$ cat src/eee_pkg.sv
// Purpose: Shared constants and types of the low power idle control block
// Assumes: 250 MHz device clock
// Notes:   Offsets are byte addresses on the plain register port
package eee_pkg;

  // Clock and derived tick rates
  localparam int CLK_PERIOD_PS   = 4000;
  localparam int US_PS           = 1000000;
  localparam int US_TICK_CYC     = US_PS / CLK_PERIOD_PS;
  localparam int QUANTUM_GIG_NS  = 512;
  localparam int QUANTUM_FAST_NS = 5120;
  localparam int QUANTUM_GIG_CYC  = QUANTUM_GIG_NS * 1000 / CLK_PERIOD_PS;
  localparam int QUANTUM_FAST_CYC = QUANTUM_FAST_NS * 1000 / CLK_PERIOD_PS;
  localparam int LINKUP_HOLD_MS  = 1000;
  localparam int unsigned LINKUP_HOLD_CYC =
    32'(64'(LINKUP_HOLD_MS) * 64'd1000000000 / 64'(CLK_PERIOD_PS));

  // Link mode selecting the internal copper PHY
  localparam logic [1:0] LINK_MODE_INTERNAL = 2'h0;

  // Register map
  localparam int          ADDR_W    = 8;
  localparam logic [7:0]  OFF_CTRL  = 8'h00;
  localparam logic [7:0]  OFF_LAT   = 8'h04;
  localparam logic [7:0]  OFF_STAT  = 8'h08;
  localparam logic [7:0]  OFF_TXCNT = 8'h0C;
  localparam logic [7:0]  OFF_RXCNT = 8'h10;

  // Control register fields
  localparam int CTRL_TX_EN    = 0;
  localparam int CTRL_RX_EN    = 1;
  localparam int CTRL_PAUSE_EN = 2;
  localparam int CTRL_FORCE    = 3;
  localparam int CTRL_ADV_GIG  = 4;
  localparam int CTRL_ADV_FAST = 5;
  localparam int CTRL_TW_LSB   = 16;
  localparam int TW_W          = 16;
  localparam logic [31:0] CTRL_RST = 32'h0000_0030;

  // Latency register fields
  localparam int LAT_MIN_LSB = 0;
  localparam int LAT_MAX_LSB = 16;
  localparam int LAT_W       = 10;
  localparam int LAT_NEG_BIT = 31;

  // Status register fields
  localparam int STAT_STATE_LSB = 0;
  localparam int STAT_PAUSE     = 4;
  localparam int STAT_HOLD_DONE = 5;
  localparam int STAT_RX_LPI    = 6;
  localparam int STAT_TX_LPI    = 7;

  typedef enum logic [2:0] {
    ST_ACTIVE,
    ST_SLEEP,
    ST_QUIET,
    ST_REFRESH,
    ST_WAKE
  } lpi_state_t;

endpackage

$ cat src/wake_timer.sv
// Purpose: Microsecond timer counting time since transmit idle exit
// Assumes: start is a one-cycle pulse
// Notes:   Saturates at all ones
`timescale 1ns/1ps
module wake_timer #(
  parameter int TICK_CYC = 250,
  parameter int CNT_W    = 16
) (
  // Clock and reset
  input  wire logic             clk_sys,
  input  wire logic             rst_n,
  // Control
  input  wire logic             start,
  // Elapsed microseconds
  output logic [CNT_W-1:0]      elapsed_r
);

  logic [15:0] div_r;
  logic        tick;

  assign tick = (div_r == 16'(TICK_CYC - 1));

  // One-cycle enable once per microsecond
  always_ff @(posedge clk_sys or negedge rst_n) begin
    if (!rst_n) begin
      div_r <= 16'h0000;
    end else if (start || tick) begin
      div_r <= 16'h0000;
    end else begin
      div_r <= div_r + 16'h0001;
    end
  end

  always_ff @(posedge clk_sys or negedge rst_n) begin
    if (!rst_n) begin
      elapsed_r <= '0;
    end else if (start) begin
      elapsed_r <= '0;
    end else if (tick && !(&elapsed_r)) begin
      elapsed_r <= elapsed_r + CNT_W'(1);
    end
  end

endmodule // wake_timer

$ cat src/event_counters.sv
// Purpose: Saturating statistics counters, one per event input
// Assumes: Event inputs are one-cycle pulses
// Notes:   Counts are flattened, channel 0 in the low word
`timescale 1ns/1ps
module event_counters #(
  parameter int N = 2,
  parameter int W = 32
) (
  // Clock and reset
  input  wire logic           clk_sys,
  input  wire logic           rst_n,
  // Events and counts
  input  wire logic [N-1:0]   inc,
  output logic [N*W-1:0]      count_r
);

  for (genvar i = 0; i < N; i++) begin : g_cnt
    always_ff @(posedge clk_sys or negedge rst_n) begin
      if (!rst_n) begin
        count_r[i*W +: W] <= '0;
      end else if (inc[i] && !(&count_r[i*W +: W])) begin
        count_r[i*W +: W] <= count_r[i*W +: W] + W'(1);
      end
    end
  end

endmodule // event_counters

$ cat src/eee_lpi_ctrl.sv
// Purpose: MAC-side transmit and receive low power idle control
// Assumes: All inputs except arst_n synchronous to clk_sys; xoff_rx is a one-cycle pulse
// Notes:   Registers on a plain port, read data one cycle after the strobe
`timescale 1ns/1ps
module eee_lpi_ctrl #(
  parameter int unsigned LINKUP_HOLD_CYC   = eee_pkg::LINKUP_HOLD_CYC,
  parameter int          SLEEP_CYC         = 64,
  parameter int          QUIET_CYC         = 4096,
  parameter int          REFRESH_CYC       = 64,
  parameter logic [15:0] MIN_WAKE_GIG_US   = 16'h0010,
  parameter logic [15:0] MIN_WAKE_FAST_US  = 16'h0020,
  parameter logic [15:0] PHY_WAKE_US       = 16'h0008
) (
  // Clock and reset
  input  wire logic        clk_sys,
  input  wire logic        arst_n,
  // Register port
  input  wire logic [7:0]  reg_addr,
  input  wire logic [31:0] reg_wdata,
  input  wire logic        reg_wr,
  input  wire logic        reg_rd,
  output logic [31:0]      reg_rdata_r,
  // Link status
  input  wire logic [1:0]  link_mode,
  input  wire logic        link_up,
  input  wire logic        an_restart,
  input  wire logic        link_gig,
  // Transmit side conditions
  input  wire logic        tx_pending,
  input  wire logic        mgmt_tx_pending,
  input  wire logic        tx_buf_empty,
  input  wire logic        host_frame_active,
  input  wire logic        d3_state,
  input  wire logic        xoff_rx,
  input  wire logic [15:0] pause_quanta,
  // PHY indications
  input  wire logic        rx_sleep_seen,
  input  wire logic        rx_lpi_ind,
  // Transmit interface toward PHY and MAC
  output logic             tx_lpi_assert,
  output logic             tx_quiet,
  output logic             tx_refresh,
  output logic             tx_wake_sym,
  output logic             tx_data_allow,
  output logic             tx_fc_allow,
  // Receive and negotiation outputs
  output logic             rx_lpi_active_r,
  output logic             adv_gig_idle,
  output logic             adv_fast_idle,
  output logic             wake_neg_enable_r,
  output logic [9:0]       min_latency_value,
  output logic [9:0]       max_latency_value
);

  logic [1:0]  rst_sync_r;
  logic        rst_n;
  logic [31:0] ctrl_r;
  logic [9:0]  min_lat_r;
  logic [9:0]  max_lat_r;
  logic [31:0] hold_cnt_r;
  logic        hold_done;
  logic [15:0] pause_q_r;
  logic [10:0] pause_sub_r;
  logic        pause_active;
  logic        link_up_d_r;
  eee_pkg::lpi_state_t state_r;
  eee_pkg::lpi_state_t state_nxt;
  logic [15:0] phase_cnt_r;
  logic        phase_done;
  logic        gate;
  logic        enter_req;
  logic        wake_start;
  logic [15:0] elapsed;
  logic [15:0] min_us;
  logic        min_done;
  logic        sys_done;
  logic [63:0] counts;
  logic        rx_lpi_nxt;
  logic        tx_en;
  logic        force_idle;

  // Reset release through two flops
  always_ff @(posedge clk_sys or negedge arst_n) begin
    if (!arst_n) begin
      rst_sync_r <= 2'h0;
    end else begin
      rst_sync_r <= {rst_sync_r[0], 1'b1};
    end
  end
  assign rst_n = rst_sync_r[1];

  // Control register
  always_ff @(posedge clk_sys or negedge rst_n) begin
    if (!rst_n) begin
      ctrl_r <= eee_pkg::CTRL_RST;
    end else if (reg_wr && reg_addr == eee_pkg::OFF_CTRL) begin
      ctrl_r <= reg_wdata;
    end
  end
  assign tx_en         = ctrl_r[eee_pkg::CTRL_TX_EN];
  assign force_idle    = ctrl_r[eee_pkg::CTRL_FORCE];
  assign adv_gig_idle  = ctrl_r[eee_pkg::CTRL_ADV_GIG];
  assign adv_fast_idle = ctrl_r[eee_pkg::CTRL_ADV_FAST];

  // Latency values and wake-negotiated bit; a software write beats the clear
  always_ff @(posedge clk_sys or negedge rst_n) begin
    if (!rst_n) begin
      min_lat_r         <= 10'h000;
      max_lat_r         <= 10'h000;
      wake_neg_enable_r <= 1'b0;
    end else if (reg_wr && reg_addr == eee_pkg::OFF_LAT) begin
      min_lat_r         <= reg_wdata[eee_pkg::LAT_MIN_LSB +: eee_pkg::LAT_W];
      max_lat_r         <= reg_wdata[eee_pkg::LAT_MAX_LSB +: eee_pkg::LAT_W];
      wake_neg_enable_r <= reg_wdata[eee_pkg::LAT_NEG_BIT];
    end else if ((link_up_d_r && !link_up) || an_restart) begin
      wake_neg_enable_r <= 1'b0;
    end
  end
  assign min_latency_value = min_lat_r;
  assign max_latency_value = max_lat_r;

  // Hold-off after link-up or renegotiation
  always_ff @(posedge clk_sys or negedge rst_n) begin
    if (!rst_n) begin
      hold_cnt_r  <= 32'h0000_0000;
      link_up_d_r <= 1'b0;
    end else begin
      link_up_d_r <= link_up;
      if (!link_up || an_restart) begin
        hold_cnt_r <= 32'h0000_0000;
      end else if (!hold_done) begin
        hold_cnt_r <= hold_cnt_r + 32'h0000_0001;
      end
    end
  end
  assign hold_done = (hold_cnt_r == LINKUP_HOLD_CYC);

  // Pause duration from a received XOFF, in link-rate quanta
  always_ff @(posedge clk_sys or negedge rst_n) begin
    if (!rst_n) begin
      pause_q_r   <= 16'h0000;
      pause_sub_r <= 11'h000;
    end else if (!link_up) begin
      pause_q_r   <= 16'h0000;
      pause_sub_r <= 11'h000;
    end else if (xoff_rx) begin
      pause_q_r   <= pause_quanta;
      pause_sub_r <= 11'h000;
    end else if (pause_active) begin
      if (pause_sub_r == (link_gig ? 11'(eee_pkg::QUANTUM_GIG_CYC - 1)
                                   : 11'(eee_pkg::QUANTUM_FAST_CYC - 1))) begin
        pause_sub_r <= 11'h000;
        pause_q_r   <= pause_q_r - 16'h0001;
      end else begin
        pause_sub_r <= pause_sub_r + 11'h001;
      end
    end
  end
  assign pause_active = (pause_q_r != 16'h0000);

  // Entry conditions
  assign gate = (link_mode == eee_pkg::LINK_MODE_INTERNAL)
                && link_up && hold_done;
  always_comb begin
    enter_req = 1'b0;
    if (gate && !host_frame_active) begin
      enter_req = (!tx_pending && !mgmt_tx_pending && tx_buf_empty && tx_en)
                || (tx_en && ctrl_r[eee_pkg::CTRL_PAUSE_EN] && pause_active)
                || (force_idle && !mgmt_tx_pending)
                || (d3_state && !mgmt_tx_pending && tx_buf_empty && tx_en);
    end
  end

  // Phase timer for sleep, quiet and refresh periods
  always_ff @(posedge clk_sys or negedge rst_n) begin
    if (!rst_n) begin
      phase_cnt_r <= 16'h0000;
    end else if (state_nxt != state_r) begin
      phase_cnt_r <= 16'h0000;
    end else if (!phase_done) begin
      phase_cnt_r <= phase_cnt_r + 16'h0001;
    end
  end
  always_comb begin
    case (state_r)
      eee_pkg::ST_SLEEP:   phase_done = (phase_cnt_r >= 16'(SLEEP_CYC - 1));
      eee_pkg::ST_QUIET:   phase_done = (phase_cnt_r >= 16'(QUIET_CYC - 1));
      eee_pkg::ST_REFRESH: phase_done = (phase_cnt_r >= 16'(REFRESH_CYC - 1));
      default:             phase_done = 1'b0;
    endcase
  end

  // Transmit idle state machine
  always_comb begin
    state_nxt = state_r;
    case (state_r)
      eee_pkg::ST_ACTIVE: begin
        if (enter_req) begin
          state_nxt = eee_pkg::ST_SLEEP;
        end
      end
      eee_pkg::ST_SLEEP: begin
        if (!enter_req) begin
          state_nxt = eee_pkg::ST_WAKE;
        end else if (phase_done && (!link_gig || rx_sleep_seen)) begin
          state_nxt = eee_pkg::ST_QUIET;
        end
      end
      eee_pkg::ST_QUIET: begin
        if (!enter_req) begin
          state_nxt = eee_pkg::ST_WAKE;
        end else if (phase_done) begin
          state_nxt = eee_pkg::ST_REFRESH;
        end
      end
      eee_pkg::ST_REFRESH: begin
        if (!enter_req) begin
          state_nxt = eee_pkg::ST_WAKE;
        end else if (phase_done) begin
          state_nxt = eee_pkg::ST_QUIET;
        end
      end
      eee_pkg::ST_WAKE: begin
        if (sys_done) begin
          state_nxt = eee_pkg::ST_ACTIVE;
        end
      end
      default: state_nxt = eee_pkg::ST_ACTIVE;
    endcase
    if (!gate && state_r != eee_pkg::ST_ACTIVE) begin
      state_nxt = link_up ? eee_pkg::ST_WAKE : eee_pkg::ST_ACTIVE;
    end
  end

  always_ff @(posedge clk_sys or negedge rst_n) begin
    if (!rst_n) begin
      state_r <= eee_pkg::ST_ACTIVE;
    end else begin
      state_r <= state_nxt;
    end
  end

  // Wake timing, restarted at every entry to the wake state
  assign wake_start = (state_nxt == eee_pkg::ST_WAKE) && (state_r != eee_pkg::ST_WAKE);

  wake_timer #(
    .TICK_CYC (eee_pkg::US_TICK_CYC),
    .CNT_W    (16)
  ) u_wake_timer (
    .clk_sys   (clk_sys),
    .rst_n     (rst_n),
    .start     (wake_start),
    .elapsed_r (elapsed)
  );

  assign min_us   = link_gig ? MIN_WAKE_GIG_US : MIN_WAKE_FAST_US;
  assign min_done = (elapsed >= min_us);
  assign sys_done = min_done
                    && (elapsed >= ctrl_r[eee_pkg::CTRL_TW_LSB +: eee_pkg::TW_W]);

  // Transmit interface outputs decoded from the state register, wake timer and force bit
  assign tx_lpi_assert = (state_r == eee_pkg::ST_SLEEP) || (state_r == eee_pkg::ST_QUIET)
                         || (state_r == eee_pkg::ST_REFRESH);
  assign tx_quiet      = (state_r == eee_pkg::ST_QUIET);
  assign tx_refresh    = (state_r == eee_pkg::ST_REFRESH);
  assign tx_wake_sym   = (state_r == eee_pkg::ST_WAKE) && (elapsed < PHY_WAKE_US);
  assign tx_data_allow = (state_r == eee_pkg::ST_ACTIVE) && !force_idle;
  assign tx_fc_allow   = (state_r == eee_pkg::ST_ACTIVE)
                         || ((state_r == eee_pkg::ST_WAKE) && min_done);

  // Receive idle follows the PHY indication when enabled, with link up in internal mode
  assign rx_lpi_nxt = ctrl_r[eee_pkg::CTRL_RX_EN] && rx_lpi_ind && link_up
                      && (link_mode == eee_pkg::LINK_MODE_INTERNAL);
  always_ff @(posedge clk_sys or negedge rst_n) begin
    if (!rst_n) begin
      rx_lpi_active_r <= 1'b0;
    end else begin
      rx_lpi_active_r <= rx_lpi_nxt;
    end
  end

  // Idle event statistics
  event_counters #(
    .N (2),
    .W (32)
  ) u_stats (
    .clk_sys (clk_sys),
    .rst_n   (rst_n),
    .inc     ({rx_lpi_nxt && !rx_lpi_active_r,
               (state_r == eee_pkg::ST_ACTIVE) && (state_nxt == eee_pkg::ST_SLEEP)}),
    .count_r (counts)
  );

  // Register read, data valid only in the cycle after the strobe
  always_ff @(posedge clk_sys or negedge rst_n) begin
    if (!rst_n) begin
      reg_rdata_r <= 32'h0000_0000;
    end else if (reg_rd) begin
      case (reg_addr)
        eee_pkg::OFF_CTRL: reg_rdata_r <= ctrl_r;
        eee_pkg::OFF_LAT: begin
          reg_rdata_r                                         <= 32'h0000_0000;
          reg_rdata_r[eee_pkg::LAT_MIN_LSB +: eee_pkg::LAT_W] <= min_lat_r;
          reg_rdata_r[eee_pkg::LAT_MAX_LSB +: eee_pkg::LAT_W] <= max_lat_r;
          reg_rdata_r[eee_pkg::LAT_NEG_BIT]                   <= wake_neg_enable_r;
        end
        eee_pkg::OFF_STAT: begin
          reg_rdata_r                                 <= 32'h0000_0000;
          reg_rdata_r[eee_pkg::STAT_STATE_LSB +: 3]   <= 3'(state_r);
          reg_rdata_r[eee_pkg::STAT_PAUSE]            <= pause_active;
          reg_rdata_r[eee_pkg::STAT_HOLD_DONE]        <= hold_done;
          reg_rdata_r[eee_pkg::STAT_RX_LPI]           <= rx_lpi_active_r;
          reg_rdata_r[eee_pkg::STAT_TX_LPI]           <= tx_lpi_assert;
        end
        eee_pkg::OFF_TXCNT: reg_rdata_r <= counts[31:0];
        eee_pkg::OFF_RXCNT: reg_rdata_r <= counts[63:32];
        default:            reg_rdata_r <= 32'h0000_0000;
      endcase
    end else begin
      reg_rdata_r <= 32'h0000_0000;
    end
  end

  // Checks
  property p_mode_gate;
    @(posedge clk_sys) disable iff (!rst_n)
      (link_mode != eee_pkg::LINK_MODE_INTERNAL) |=> !tx_lpi_assert;
  endproperty
  a_mode_gate: assert property (p_mode_gate) else $error("idle outside internal mode");

  property p_enter;
    @(posedge clk_sys) disable iff (!rst_n)
      (state_r == eee_pkg::ST_ACTIVE && enter_req) |=> tx_lpi_assert;
  endproperty
  a_enter: assert property (p_enter) else $error("entry condition not followed");

  property p_frame_done;
    @(posedge clk_sys) disable iff (!rst_n)
      (state_r == eee_pkg::ST_ACTIVE && host_frame_active) |=> !tx_lpi_assert;
  endproperty
  a_frame_done: assert property (p_frame_done) else $error("idle entered mid frame");

  property p_exit;
    @(posedge clk_sys) disable iff (!rst_n)
      (tx_lpi_assert && !enter_req && link_up) |=> (state_r == eee_pkg::ST_WAKE);
  endproperty
  a_exit: assert property (p_exit) else $error("idle not left");

  property p_fast_quiet;
    @(posedge clk_sys) disable iff (!rst_n)
      (state_r == eee_pkg::ST_SLEEP && phase_done && !link_gig && enter_req)
        |=> (state_r == eee_pkg::ST_QUIET);
  endproperty
  a_fast_quiet: assert property (p_fast_quiet) else $error("fast quiet late");

  property p_gig_wait;
    @(posedge clk_sys) disable iff (!rst_n)
      (state_r == eee_pkg::ST_SLEEP && link_gig && !rx_sleep_seen) |=> !tx_quiet;
  endproperty
  a_gig_wait: assert property (p_gig_wait) else $error("gig quiet too early");

  property p_data_hold;
    @(posedge clk_sys) disable iff (!rst_n)
      (state_r == eee_pkg::ST_WAKE) |-> !tx_data_allow;
  endproperty
  a_data_hold: assert property (p_data_hold) else $error("data during wake");

  property p_fc_early;
    @(posedge clk_sys) disable iff (!rst_n)
      (state_r == eee_pkg::ST_WAKE && elapsed >= min_us) |-> tx_fc_allow;
  endproperty
  a_fc_early: assert property (p_fc_early) else $error("pause frame held");

  property p_link_down;
    @(posedge clk_sys) disable iff (!rst_n)
      !link_up |=> (state_r == eee_pkg::ST_ACTIVE) && !tx_lpi_assert;
  endproperty
  a_link_down: assert property (p_link_down) else $error("idle while link down");

  property p_hold;
    @(posedge clk_sys) disable iff (!rst_n)
      $rose(link_up) |-> !enter_req [*8];
  endproperty
  a_hold: assert property (p_hold) else $error("idle before hold-off");

  property p_neg_clear;
    @(posedge clk_sys) disable iff (!rst_n)
      (an_restart && !reg_wr) |=> !wake_neg_enable_r;
  endproperty
  a_neg_clear: assert property (p_neg_clear) else $error("negotiated bit kept");

  property p_wake_restart;
    @(posedge clk_sys) disable iff (!rst_n)
      wake_start |=> (elapsed == 16'h0000);
  endproperty
  a_wake_restart: assert property (p_wake_restart) else $error("wake timer not cleared");

  c_quiet:   cover property (@(posedge clk_sys) disable iff (!rst_n) tx_quiet);
  c_refresh: cover property (@(posedge clk_sys) disable iff (!rst_n) tx_refresh);
  c_wake:    cover property (@(posedge clk_sys) disable iff (!rst_n)
                             state_r == eee_pkg::ST_WAKE ##1 state_r == eee_pkg::ST_ACTIVE);
  c_rx_lpi:  cover property (@(posedge clk_sys) disable iff (!rst_n) $rose(rx_lpi_active_r));

endmodule // eee_lpi_ctrl

$ cat config.mk
export PLATFORM = sky130hd
export DESIGN_NAME = eee_lpi_ctrl
export DESIGN_NICKNAME = d
export VERILOG_FILES = /design/src/eee_pkg.sv /design/src/wake_timer.sv /design/src/event_counters.sv /design/src/eee_lpi_ctrl.sv
export SDC_FILE = /design/constraint.sdc
export NUM_CORES = 1
export LEC_CHECK = 0
export BUFFER_PORTS_ARGS = -buffer_cell sky130_fd_sc_hd__buf_2
export CORE_MARGIN = 5
export CORE_UTILIZATION = 32
export CTS_BUF_LIST = sky130_fd_sc_hd__clkbuf_4
export DETAILED_ROUTE_END_ITERATION = 6
export SLEW_MARGIN = 25
export SYNTH_ARGS = -nofsm -noshare
export SYNTH_HDL_FRONTEND = slang
export SYNTH_SLANG_ARGS = --single-unit
$ cat constraint.sdc
create_clock -name clk_sys -period 13.1 [get_ports clk_sys]
set_input_delay 0.655 -clock clk_sys [delete_from_list [all_inputs] [get_ports clk_sys]]
set_output_delay 0.655 -clock clk_sys [all_outputs]
set_load 0.02 [all_outputs]
==> results of run 1 <==
sequential cells by signal, indices dropped and copies added (netlist names), 10 cells and up:
| signal | flops |
|---|---|
| u_wake_timer.elapsed_r | 16 |
| max_latency_value | 10 |
| hold_cnt_r | 32 |
| min_latency_value | 10 |
| pause_sub_r | 11 |
| u_wake_timer.div_r | 16 |
| reg_rdata_r | 32 |
| pause_q_r | 16 |
| phase_cnt_r | 16 |
| u_stats.count_r | 64 |
| ctrl_r | 32 |
synthesized netlist by cell type, drive strengths merged (4+ instances only):
| master | n |
|---|---|
| o21ai | 25 |
| xnor2 | 82 |
| dfrtp | 261 |
| a21oi | 47 |
| a211oi | 6 |
| nor2b | 7 |
| and3 | 29 |
| nor3b | 4 |
| and4 | 10 |
| nor3 | 24 |
| a22o | 5 |
| ha | 30 |
| nor4 | 23 |
| mux2 | 58 |
| or3 | 12 |
| and2 | 8 |
| or4 | 5 |
| a222oi | 32 |
| o31ai | 4 |
| o2111ai | 4 |
| nand3 | 64 |
| nor2 | 176 |
| inv | 41 |
| xor2 | 67 |
| o211ai | 4 |
| nand4 | 47 |
| buf | 13 |
| nand2 | 109 |
| clkbuf | 32 |
| nand2b | 7 |
| nor4b | 4 |
worst max-delay path: cells and delay by family, from the launching register on:
kind	cells	cell delay, ps
AOI/OAI and AO/OA	2	580
buffers and inverters	1	190
DFF	1	440
and+or+nand+nor	2	550
layer usage:
metal  vias up  global-route usage, %  part of all wire [%]
li1       4953                      -                     -
met1      5069                   20.2                    45
met2       298                   23.5                    45
met3        70                   4.26                   7.0
met4         2                   6.01                   2.7
met5         -                      0                 0.046
path summary, 6_finish.rpt:
path	end	cells after the start	slack (ps)	start
worst min register to register	rst_sync_r[1]	0	350	rst_sync_r[0]
max in group asynchronous	min_latency_value[3]	2	10620	rst_sync_r[1]
worst min-delay path	ctrl_r[15]	2	140	reg_wdata[15]
worst max-delay path	tx_fc_allow	5	9950	u_wake_timer.elapsed_r[11]
worst max register to register	phase_cnt_r[2]	9	10060	hold_cnt_r[0]
min in group asynchronous	rst_sync_r[1]	2	240	arst_n
where the power goes:
| part | leakage (uW) | switching, uW | internal, uW |
|---|---|---|---|
| Sequential | 0.00353 | 27.6 | 833 |
| Combinational | 0.00285 | 60.2 | 40.2 |
| Clock | 0.000574 | 369 | 431 |
cells in the final DEF (no fill, tap or decap), types with 11 or more instances in the layout:
| cell type | n |
|---|---|
| inv_1 | 41 |
| nand2_1 | 109 |
| a222oi_1 | 32 |
| ha_1 | 30 |
| clkinv_1 | 17 |
| a21oi_1 | 46 |
| xnor2_1 | 81 |
| buf_2 | 134 |
| nor4_1 | 19 |
| nand3_1 | 63 |
| nor3_1 | 22 |
| nand4_1 | 47 |
| dfrtp_1 | 260 |
| or3_1 | 11 |
| mux2_2 | 58 |
| xor2_1 | 67 |
| o21ai_0 | 22 |
| clkbuf_4 | 105 |
| and3_1 | 28 |
| nor2_1 | 164 |
cell type report:
class                      instances  area, sq um
inverter                          43          161
fill                            4065        25400
clock buffer                     105          788
sequential                       263         6590
clock inverter                    26          198
antenna                            1         2.50
timing repair buffer             144          752
tap                              532          666
multi-input combinational        930         6280
stage by stage:
stage	setup WS, ps	hold slack [ps]	power [uW]
final	9950	145	1760
after global routing	9810	69.8	1860
after CTS	9870	57.2	1790
after detailed placement	9270	336	978
after global placement	9330	332	974
after floorplan	5230	331	935
kinds of logic (layout without fill, tap and decap cells):
group / count (synthesis) / in the layout / synth area share, %
simple gates: 542 / 542 / 21.2
flops: 263 / 263 / 49.8
xor+xnor: 149 / 149 / 9.93
compound gates: 148 / 148 / 8.37
buf+inv: 88 / 318 / 2.74
mux: 60 / 60 / 5.09
fa+ha+maj: 30 / 30 / 2.84
other cells: 1 / 2 / 0.0284
==> impl_metrics.json, run 1 <==
{
  "postCtsSetupBuffers": 0,
  "cp_slowest_stage_delay_ps": 440,
  "antenna_found_initial": 2,
  "dr.pass1.iters": 6,
  "drt_wl_total_um": 34500,
  "netlist.area_leader.share_pct": 49.4,
  "placed_cell_area_sq_um": 14400,
  "status": "finished clean",
  "max_freq_ghz": 0.318,
  "hold_buffers": 1,
  "gp_congestion": 0.830,
  "critPathMaxFanout": 5,
  "ctsRootBufferMaster": "clkbuf_4",
  "initial_core_util_pct": 32.4,
  "numCtsBuffers": 77,
  "fin_worst_skew_ps": 58.3,
  "clk_latency_ps": 760,
  "wl_per_cell_um": 16.9,
  "final_util_pct": 37.8,
  "grt_max_degree": 81,
  "die_x_um": 213,
  "cp_slowest_cell": "dfrtp_1",
  "hp-class": "input pin to flop",
  "num_rows": 74,
  "cp_data_required_time_ps": 12440,
  "drv_cap": 0,
  "final_max_slew_viol_count": 0,
  "crit_chain": "nor4_1 > nand3_1 > a211o_1 > o21a_1 > buf_2",
  "max_slew.worst_pin.slew_ps": 1030,
  "synth.avg_cell_area_sq_um": 10.3,
  "fin_area_sq_um": 15400,
  "io_pins": 135,
  "power_density_nw_per_um2": 114,
  "drive_above_1_share_pct": 23.8,
  "finalNonFillerCells": 2044,
  "slew_headroom_pct": 30.8,
  "core_area_sq_um": 40800,
  "syn2layout_area_growth_pct": 16.8,
  "grt_pass1_vias": 10455,
  "path_class": "flop to output port",
  "post_cts_resized": 0,
  "arrival_ps": 2490,
  "synth.area.top_cells": "dfrtp_1 (49%), xnor2_1 (5.4%), mux2_2 (4.9%)",
  "vdd_drop_max_uv": 44.7,
  "finalCriticalPeriod_ps": 3150,
  "die_y_um": 213,
  "cts_tree": "built",
  "p_leak_uw": 0.00696,
  "dp_cells": 1911,
  "synthCells": 1281,
  "synth-edff-count": 0,
  "drtIter0Drc": 889,
  "fin_nets": 1562,
  "synth_area_sq_um": 13200,
  "yosysSeqAreaShare_pct": 49.8,
  "setup_viol": 0,
  "grt_usage_pct": 15.2,
  "ys_ff_latch": 263,
  "clk_path_buf_depth": 3,
  "vias": 10392,
  "startpoint_type": "flop",
  "hold_viol": 0,
  "rsz0062_at_grt": "no",
  "ys_warn_count": 0,
  "cp-end-kind": "output port",
  "ys.flop_type": "dfrtp_1",
  "port-buffer-count": 134,
  "final_antenna_net_count": 0,
  "cts_htree_levels": 3,
  "via_per_inst": 5.08,
  "setup_tns_ps": 0,
  "dp_hpwl_um": 24500,
  "clk_pin_slew_ps": 70,
  "async_reset_ff_share_pct": 100,
  "grt_pass1_wl_um": 55100,
  "gr-total-overflow": 0,
  "synth_area_leader_cell": "dfrtp_1",
  "clkSinkCount": 263,
  "route.detailed.drc": 0,
  "dieArea_sq_um": 45500,
  "fin_crit_sh_pct": 24.0,
  "synth_cell_types": 79,
  "synthesis.nets": 1384
}
Note: power is estimated with default switching activity, not from simulation.
==> inputs of run 2 (changes only) <==
Clock period 13.1 ns to 2.7 ns, I/O delays scaled along.
==> impl_metrics.json, run 2 (synthesis results as in run 1) <==
{
  "grt_util_met2_pct": 26.5,
  "switching_share_pct": 25.4,
  "port-buffer-count": 134,
  "layout_common_cells": "dfrtp_1 (259), nor2_1 (164), buf_2 (133)",
  "cts_tree": "built",
  "holdPathEnd": "u_stats.count_r[7]",
  "grt_pass1_vias": 11407,
  "fin_crit_sh_pct": 95.7,
  "ctsRootBufferMaster": "clkbuf_4",
  "grtUsageMet1_pct": 20.7,
  "dieArea_sq_um": 45500,
  "dp_hpwl_um": 25700,
  "hold_viol": 0,
  "drive_above_1_share_pct": 26.6,
  "clk_latency_ps": 750,
  "path_class": "flop to flop",
  "hold_start": "mgmt_tx_pending",
  "regToRegStartpoint": "pause_q_r[0]",
  "dr.pass1.iters": 7,
  "largest_register": "u_stats.count_r",
  "grt_max_degree": 97,
  "finalNonFillerCells": 2189,
  "violations": "DRC",
  "initial_core_util_pct": 32.4,
  "numCtsBuffers": 77,
  "whs_ps": 110,
  "clkSinkCount": 263,
  "finalCriticalPeriod_ps": 2580,
  "met3_usage_pct": 3.53,
  "dp_cells": 1972,
  "setup_viol": 0,
  "cts_htree_levels": 3,
  "slew_headroom_pct": 61.2,
  "reg2reg_slack_ps": 120,
  "p_leak_uw": 0.00764,
  "io_pins": 135,
  "seqCellArea_sq_um": 6590,
  "clk_pin_slew_ps": 60,
  "max_freq_ghz": 0.387,
  "wl_per_cell_um": 16.5,
  "grt_usage_pct": 16.0,
  "p_sw_uw": 2190,
  "antenna_found_initial": 3,
  "final_common_cell": "dfrtp_1",
  "gr-total-overflow": 0,
  "rsz0062_at_grt": "yes",
  "filler_cell_count": 3932,
  "r2r-end": "pause_sub_r[8]",
  "fin_nets": 1704,
  "arrival_ps": 3160,
  "rr_worst_depth": 9,
  "grt.busiest_layer": "met2",
  "pwr-share-comb_pct": 7.6,
  "power_density_nw_per_um2": 513,
  "multiInputGateArea_sq_um": 6330,
  "drv_cap": 0,
  "grt_pass1_wl_um": 58600,
  "num_rows": 74,
  "route.detailed.drc": 1,
  "core_area_sq_um": 40800,
  "holdPathStages": 6,
  "critPathMaxFanout": 7,
  "fin_worst_skew_ps": 68.0,
  "die_y_um": 213,
  "cp_data_required_time_ps": 3280,
  "final_max_slew_viol_count": 0,
  "max_slew.worst_pin.slew_ps": 576,
  "clk_path_buf_depth": 3,
  "vias": 11047,
  "power_frac_clock_pct": 44.2,
  "drtIter0Drc": 878,
  "seqPwrFrac_pct": 48.2,
  "vdd_drop_max_uv": 218,
  "drt_wl_total_um": 36200,
  "die_x_um": 213,
  "via_per_inst": 5.05,
  "internal_power_uw": 6420,
  "startpoint_type": "flop",
  "startpoint": "pause_q_r[0]",
  "cp-end-kind": "flop",
  "status": "finished with violations",
  "hp-class": "input pin to flop",
  "largest_register_ffs": 64,
  "syn2layout_area_growth_pct": 27.2,
  "gp_congestion": 0.882,
  "final_antenna_net_count": 0
}
## run 2: cell count changes in the layout (fill, tap and decap cells not counted), moves of 2 or more
cell	delta
nor4b_1	-2
inv_6	-2
buf_4	+63
bufinv_16	-2
clkbuf_4	+13
buf_12	+5
dlygate4sd3_1	+75
clkinv_2	-3
nor4b_2	+2
nor4_1	-2
clkinv_1	-5
## run 2: cell type report
| class | count | share of cell area [%] |
|---|---|---|
| multi-input cells | 930 | 37.7 |
| clock buffers | 118 | 5.27 |
| inverters | 43 | 0.961 |
| repair buffers | 286 | 12.3 |
| clock inverters | 15 | 0.566 |
| flip-flops and latches | 263 | 39.2 |
| diodes | 2 | 0.0298 |
| well taps | 532 | 3.96 |
## run 2: worst max path at each step
| stage | slack (ps) | cells past startpoint | end |
|---|---|---|---|
| 6_report | 120 | 9 | pause_sub_r[8] |
| 5_1_grt | -10 | 12 | phase_cnt_r[11] |
| 4_1_cts | 7 | 6 | tx_fc_allow |
| 3_5_place_dp | -130 | 7 | phase_cnt_r[2] |
| 3_3_place_gp | -10 | 7 | phase_cnt_r[4] |
| 2_1_floorplan | 60 | 0 | ctrl_r[0] |
## run 2: per-layer routing
metal  wire (um)  vias up
met2       17400      314
met3        1970       86
met1       15700     5406
met4        1030        2
li1            -     5239
met5          13        -
## run 2: repair_timing
action,4_1_cts,5_1_grt
setup buffers,4,2
endpoints found under the setup margin,17,30
resized for setup,2,11
endpoints found under the hold margin,108,0
pin swaps,3,5
hold buffers,76,0
## run 2: critical path, stage by stage, from the launching register on
cell	delay [ps]
dfrtp_1	370
inv_1	120
ha_1	200
or4b_2	610
nor4_2	310
and2_1	340
a21boi_1	170
nand3_1	130
xor2_1	150
nor2_1	60
## run 2: stage by stage
step / cell area (sq um) / util, % / power [uW] / TNS, ps / worst slack [ps]
CTS: 16700 / 41.0 / 8760 / 0 / 6.74
finish: 16800 / 41.2 / 8610 / 0 / 116
global route: 16800 / 41.2 / 9090 / -14.3 / -11.8
floorplan: 13200 / - / 4530 / 0 / 65.0
global placement: 14900 / 36.6 / 4770 / -53.3 / -12.8
detailed placement: 14900 / 36.6 / 4790 / -720 / -129
## run 2: power groups by stage
stage	logic, uW	clock network, uW	registers (uW)
finish	659	3800	4150
detailed placement	566	0	4220
CTS	662	3950	4150
global placement	553	0	4210
global route	742	4190	4160
floorplan	271	0	4260
==> inputs of run 3 (changes only) <==
Settings changed: SYNTH_HIERARCHICAL set to 1.
==> impl_metrics.json, run 3 <==
{
  "synth.area.top_cells": "dfrtp_1 (49%), xnor2_1 (4.9%), mux2_2 (4.7%)",
  "setup_viol": 0,
  "p_sw_uw": 2150,
  "antenna_found_initial": 4,
  "synth.avg_cell_area_sq_um": 10.2,
  "finalNonFillerCells": 2211,
  "finalPower_uw": 8510,
  "layout_common_cells": "dfrtp_1 (260), buf_2 (133), nor2_1 (123)",
  "async_reset_ff_share_pct": 100,
  "path_class": "flop to flop",
  "wl_met1_um": 16200,
  "worst_slack_ps": 27.6,
  "synth_area_leader_cell": "dfrtp_1",
  "synth.most_common_cell": "dfrtp_1",
  "drv_cap": 0,
  "synthesis.nets": 1404,
  "numCtsBuffers": 75,
  "dieArea_sq_um": 45800,
  "syn2layout_area_growth_pct": 28.2,
  "dp_hpwl_um": 26800,
  "synth_cell_types": 73,
  "initial_core_util_pct": 32.5,
  "internal_power_uw": 6370,
  "top_layer_used": "met4",
  "die_y_um": 214,
  "vdd_drop_max_uv": 297,
  "ys_warn_count": 6,
  "switching_share_pct": 25.2,
  "placed_cell_area_sq_um": 15100,
  "synth_commonest_cells": "dfrtp_1 (261), nor2_1 (125), nand2_1 (124), xnor2_1 (75), xor2_1 (64)",
  "seqPwrFrac_pct": 48.2,
  "rr_worst_depth": 11,
  "clk_latency_ps": 780,
  "critPathMaxFanout": 7,
  "synth_area_sq_um": 13300,
  "route.detailed.drc": 0,
  "cts_tree": "built",
  "ys.flop_type": "dfrtp_1",
  "fin_worst_skew_ps": 80.6,
  "cp-end-kind": "flop",
  "clkSinkCount": 263,
  "power_density_nw_per_um2": 499,
  "hold_viol": 0,
  "grt_usage_pct": 16.3,
  "io_pins": 135,
  "synth-edff-count": 0,
  "final_util_pct": 41.6,
  "final_antenna_net_count": 0,
  "dp_cells": 1991,
  "hp-class": "input pin to flop",
  "fin_crit_sh_pct": 99.0,
  "dr_wl_met3_um": 2390,
  "largest_register": "u_stats/count_r",
  "dp_slack_ps": -61.5,
  "slew_headroom_pct": 56.6,
  "synthCells": 1302,
  "arrival_ps": 3310,
  "drive_above_1_share_pct": 26.6,
  "cp_data_required_time_ps": 3340,
  "grt_pass1_wl_um": 61800,
  "via_per_inst": 5.17,
  "largest_register_ffs": 64,
  "clk_path_buf_depth": 3,
  "dr.pass1.iters": 7,
  "fin_nets": 1729,
  "power_frac_clock_pct": 44.8,
  "core_area_sq_um": 41000,
  "ys_ff_latch": 263,
  "final_max_slew_viol_count": 0,
  "vias": 11440,
  "clk_pin_slew_ps": 70,
  "p_leak_uw": 0.00769,
  "fin_area_sq_um": 17100,
  "cts_htree_levels": 3,
  "wl_per_cell_um": 17.3,
  "wl_met2_um": 18200,
  "status": "finished clean",
  "ctsRootBufferMaster": "clkbuf_4",
  "seqCellArea_sq_um": 6590,
  "max_slew.worst_pin.slew_ps": 652,
  "drtIter0Drc": 780,
  "yosysSeqAreaShare_pct": 49.4,
  "die_x_um": 214,
  "rsz0062_at_grt": "yes",
  "startpoint_type": "flop",
  "grt_pass1_vias": 11563,
  "gp_congestion": 0.855,
  "grt_max_degree": 72,
  "final_common_cell": "dfrtp_1",
  "num_rows": 74,
  "drt_wl_total_um": 38300,
  "holdPathStages": 5,
  "filler_cell_count": 3970,
  "finalCriticalPeriod_ps": 2670,
  "max_freq_ghz": 0.374,
  "port-buffer-count": 134,
  "multiInputGateArea_sq_um": 6510,
  "gr-total-overflow": 0,
  "netlist.area_leader.share_pct": 49.1,
  "pwr-share-comb_pct": 7.0
}
run 3: metrics by stage:
step	hold slack (ps)	TNS, ps
final	76.6	0
after global routing	61.2	-925
after CTS	3.17	-54.3
after detailed placement	-77.9	-295
after global placement	-78.4	-22.9
after floorplan	-161	-40.9
run 3: cell type report:
type / instances / area share, %
multi-input cells: 949 / 38.2
repair buffers: 296 / 12.7
clock inverters: 22 / 1.07
inverters: 42 / 0.924
well taps: 532 / 3.90
flip-flops and latches: 263 / 38.6
diodes: 3 / 0.0440
clock buffers: 104 / 4.57
run 3: worst max-delay path, stage by stage (launching register included):
cell and delay, ps:
dfrtp_1 400, or4_4 570, nor4_4 280, buf_6 160, o22ai_4 70, o21a_1 230, nor3b_2 160, buf_4 140
buf_4 100, buf_4 140, nor2_1 50, mux2_2 270
run 3: per-layer routing:
metal  up-vias  GRT usage (%)
li1       5405              -
met1      5585           20.8
met2       350           26.6
met3       100           3.94
met4         0           7.26
met5         -              0
run 3: power groups by stage:
stage | registers, uW | logic [uW] | clock network, uW
2_1_floorplan | 4220 | 216 | 0
3_3_place_gp | 4170 | 482 | 0
3_5_place_dp | 4170 | 495 | 0
4_1_cts | 4100 | 596 | 3980
5_1_grt | 4110 | 671 | 4180
6_report | 4100 | 596 | 3810
run 3: repair_timing:
| item | CTS | global route |
|---|---|---|
| pin swaps | 6 | 14 |
| gates resized for setup | 11 | 33 |
| cloned | 1 | 2 |
| endpoints found under the setup margin | 26 | 58 |
| hold buffers | 78 | 0 |
| endpoints found under the hold margin | 100 | 0 |
| buffers inserted | 3 | 10 |
run 3: logic make-up after synthesis:
group | synth area share, %
AO/OA/AOI/OAI | 8.89
XOR/XNOR | 9.14
adder cells (fa/ha/maj) | 2.73
buffers and inverters | 2.74
flip-flops | 49.4
multiplexers | 4.96
other | 0.0282
AND/OR/NAND/NOR | 22.1
run 3: path summary, 6_finish.rpt:
check / slack (ps) / start / endpoint
worst min register to register: 260 / rst_sync_r[1] / hold_cnt_r[31]
worst min-delay path: 80 / link_mode[1] / u_stats/count_r[34]
max in group asynchronous: 1540 / rst_sync_r[1] / u_stats/count_r[2]
worst max register to register: 30 / pause_q_r[11] / u_wake_timer/elapsed_r[0]
min in group asynchronous: 250 / arst_n / rst_sync_r[1]
worst max-delay path: 30 / pause_q_r[11] / u_wake_timer/elapsed_r[0]
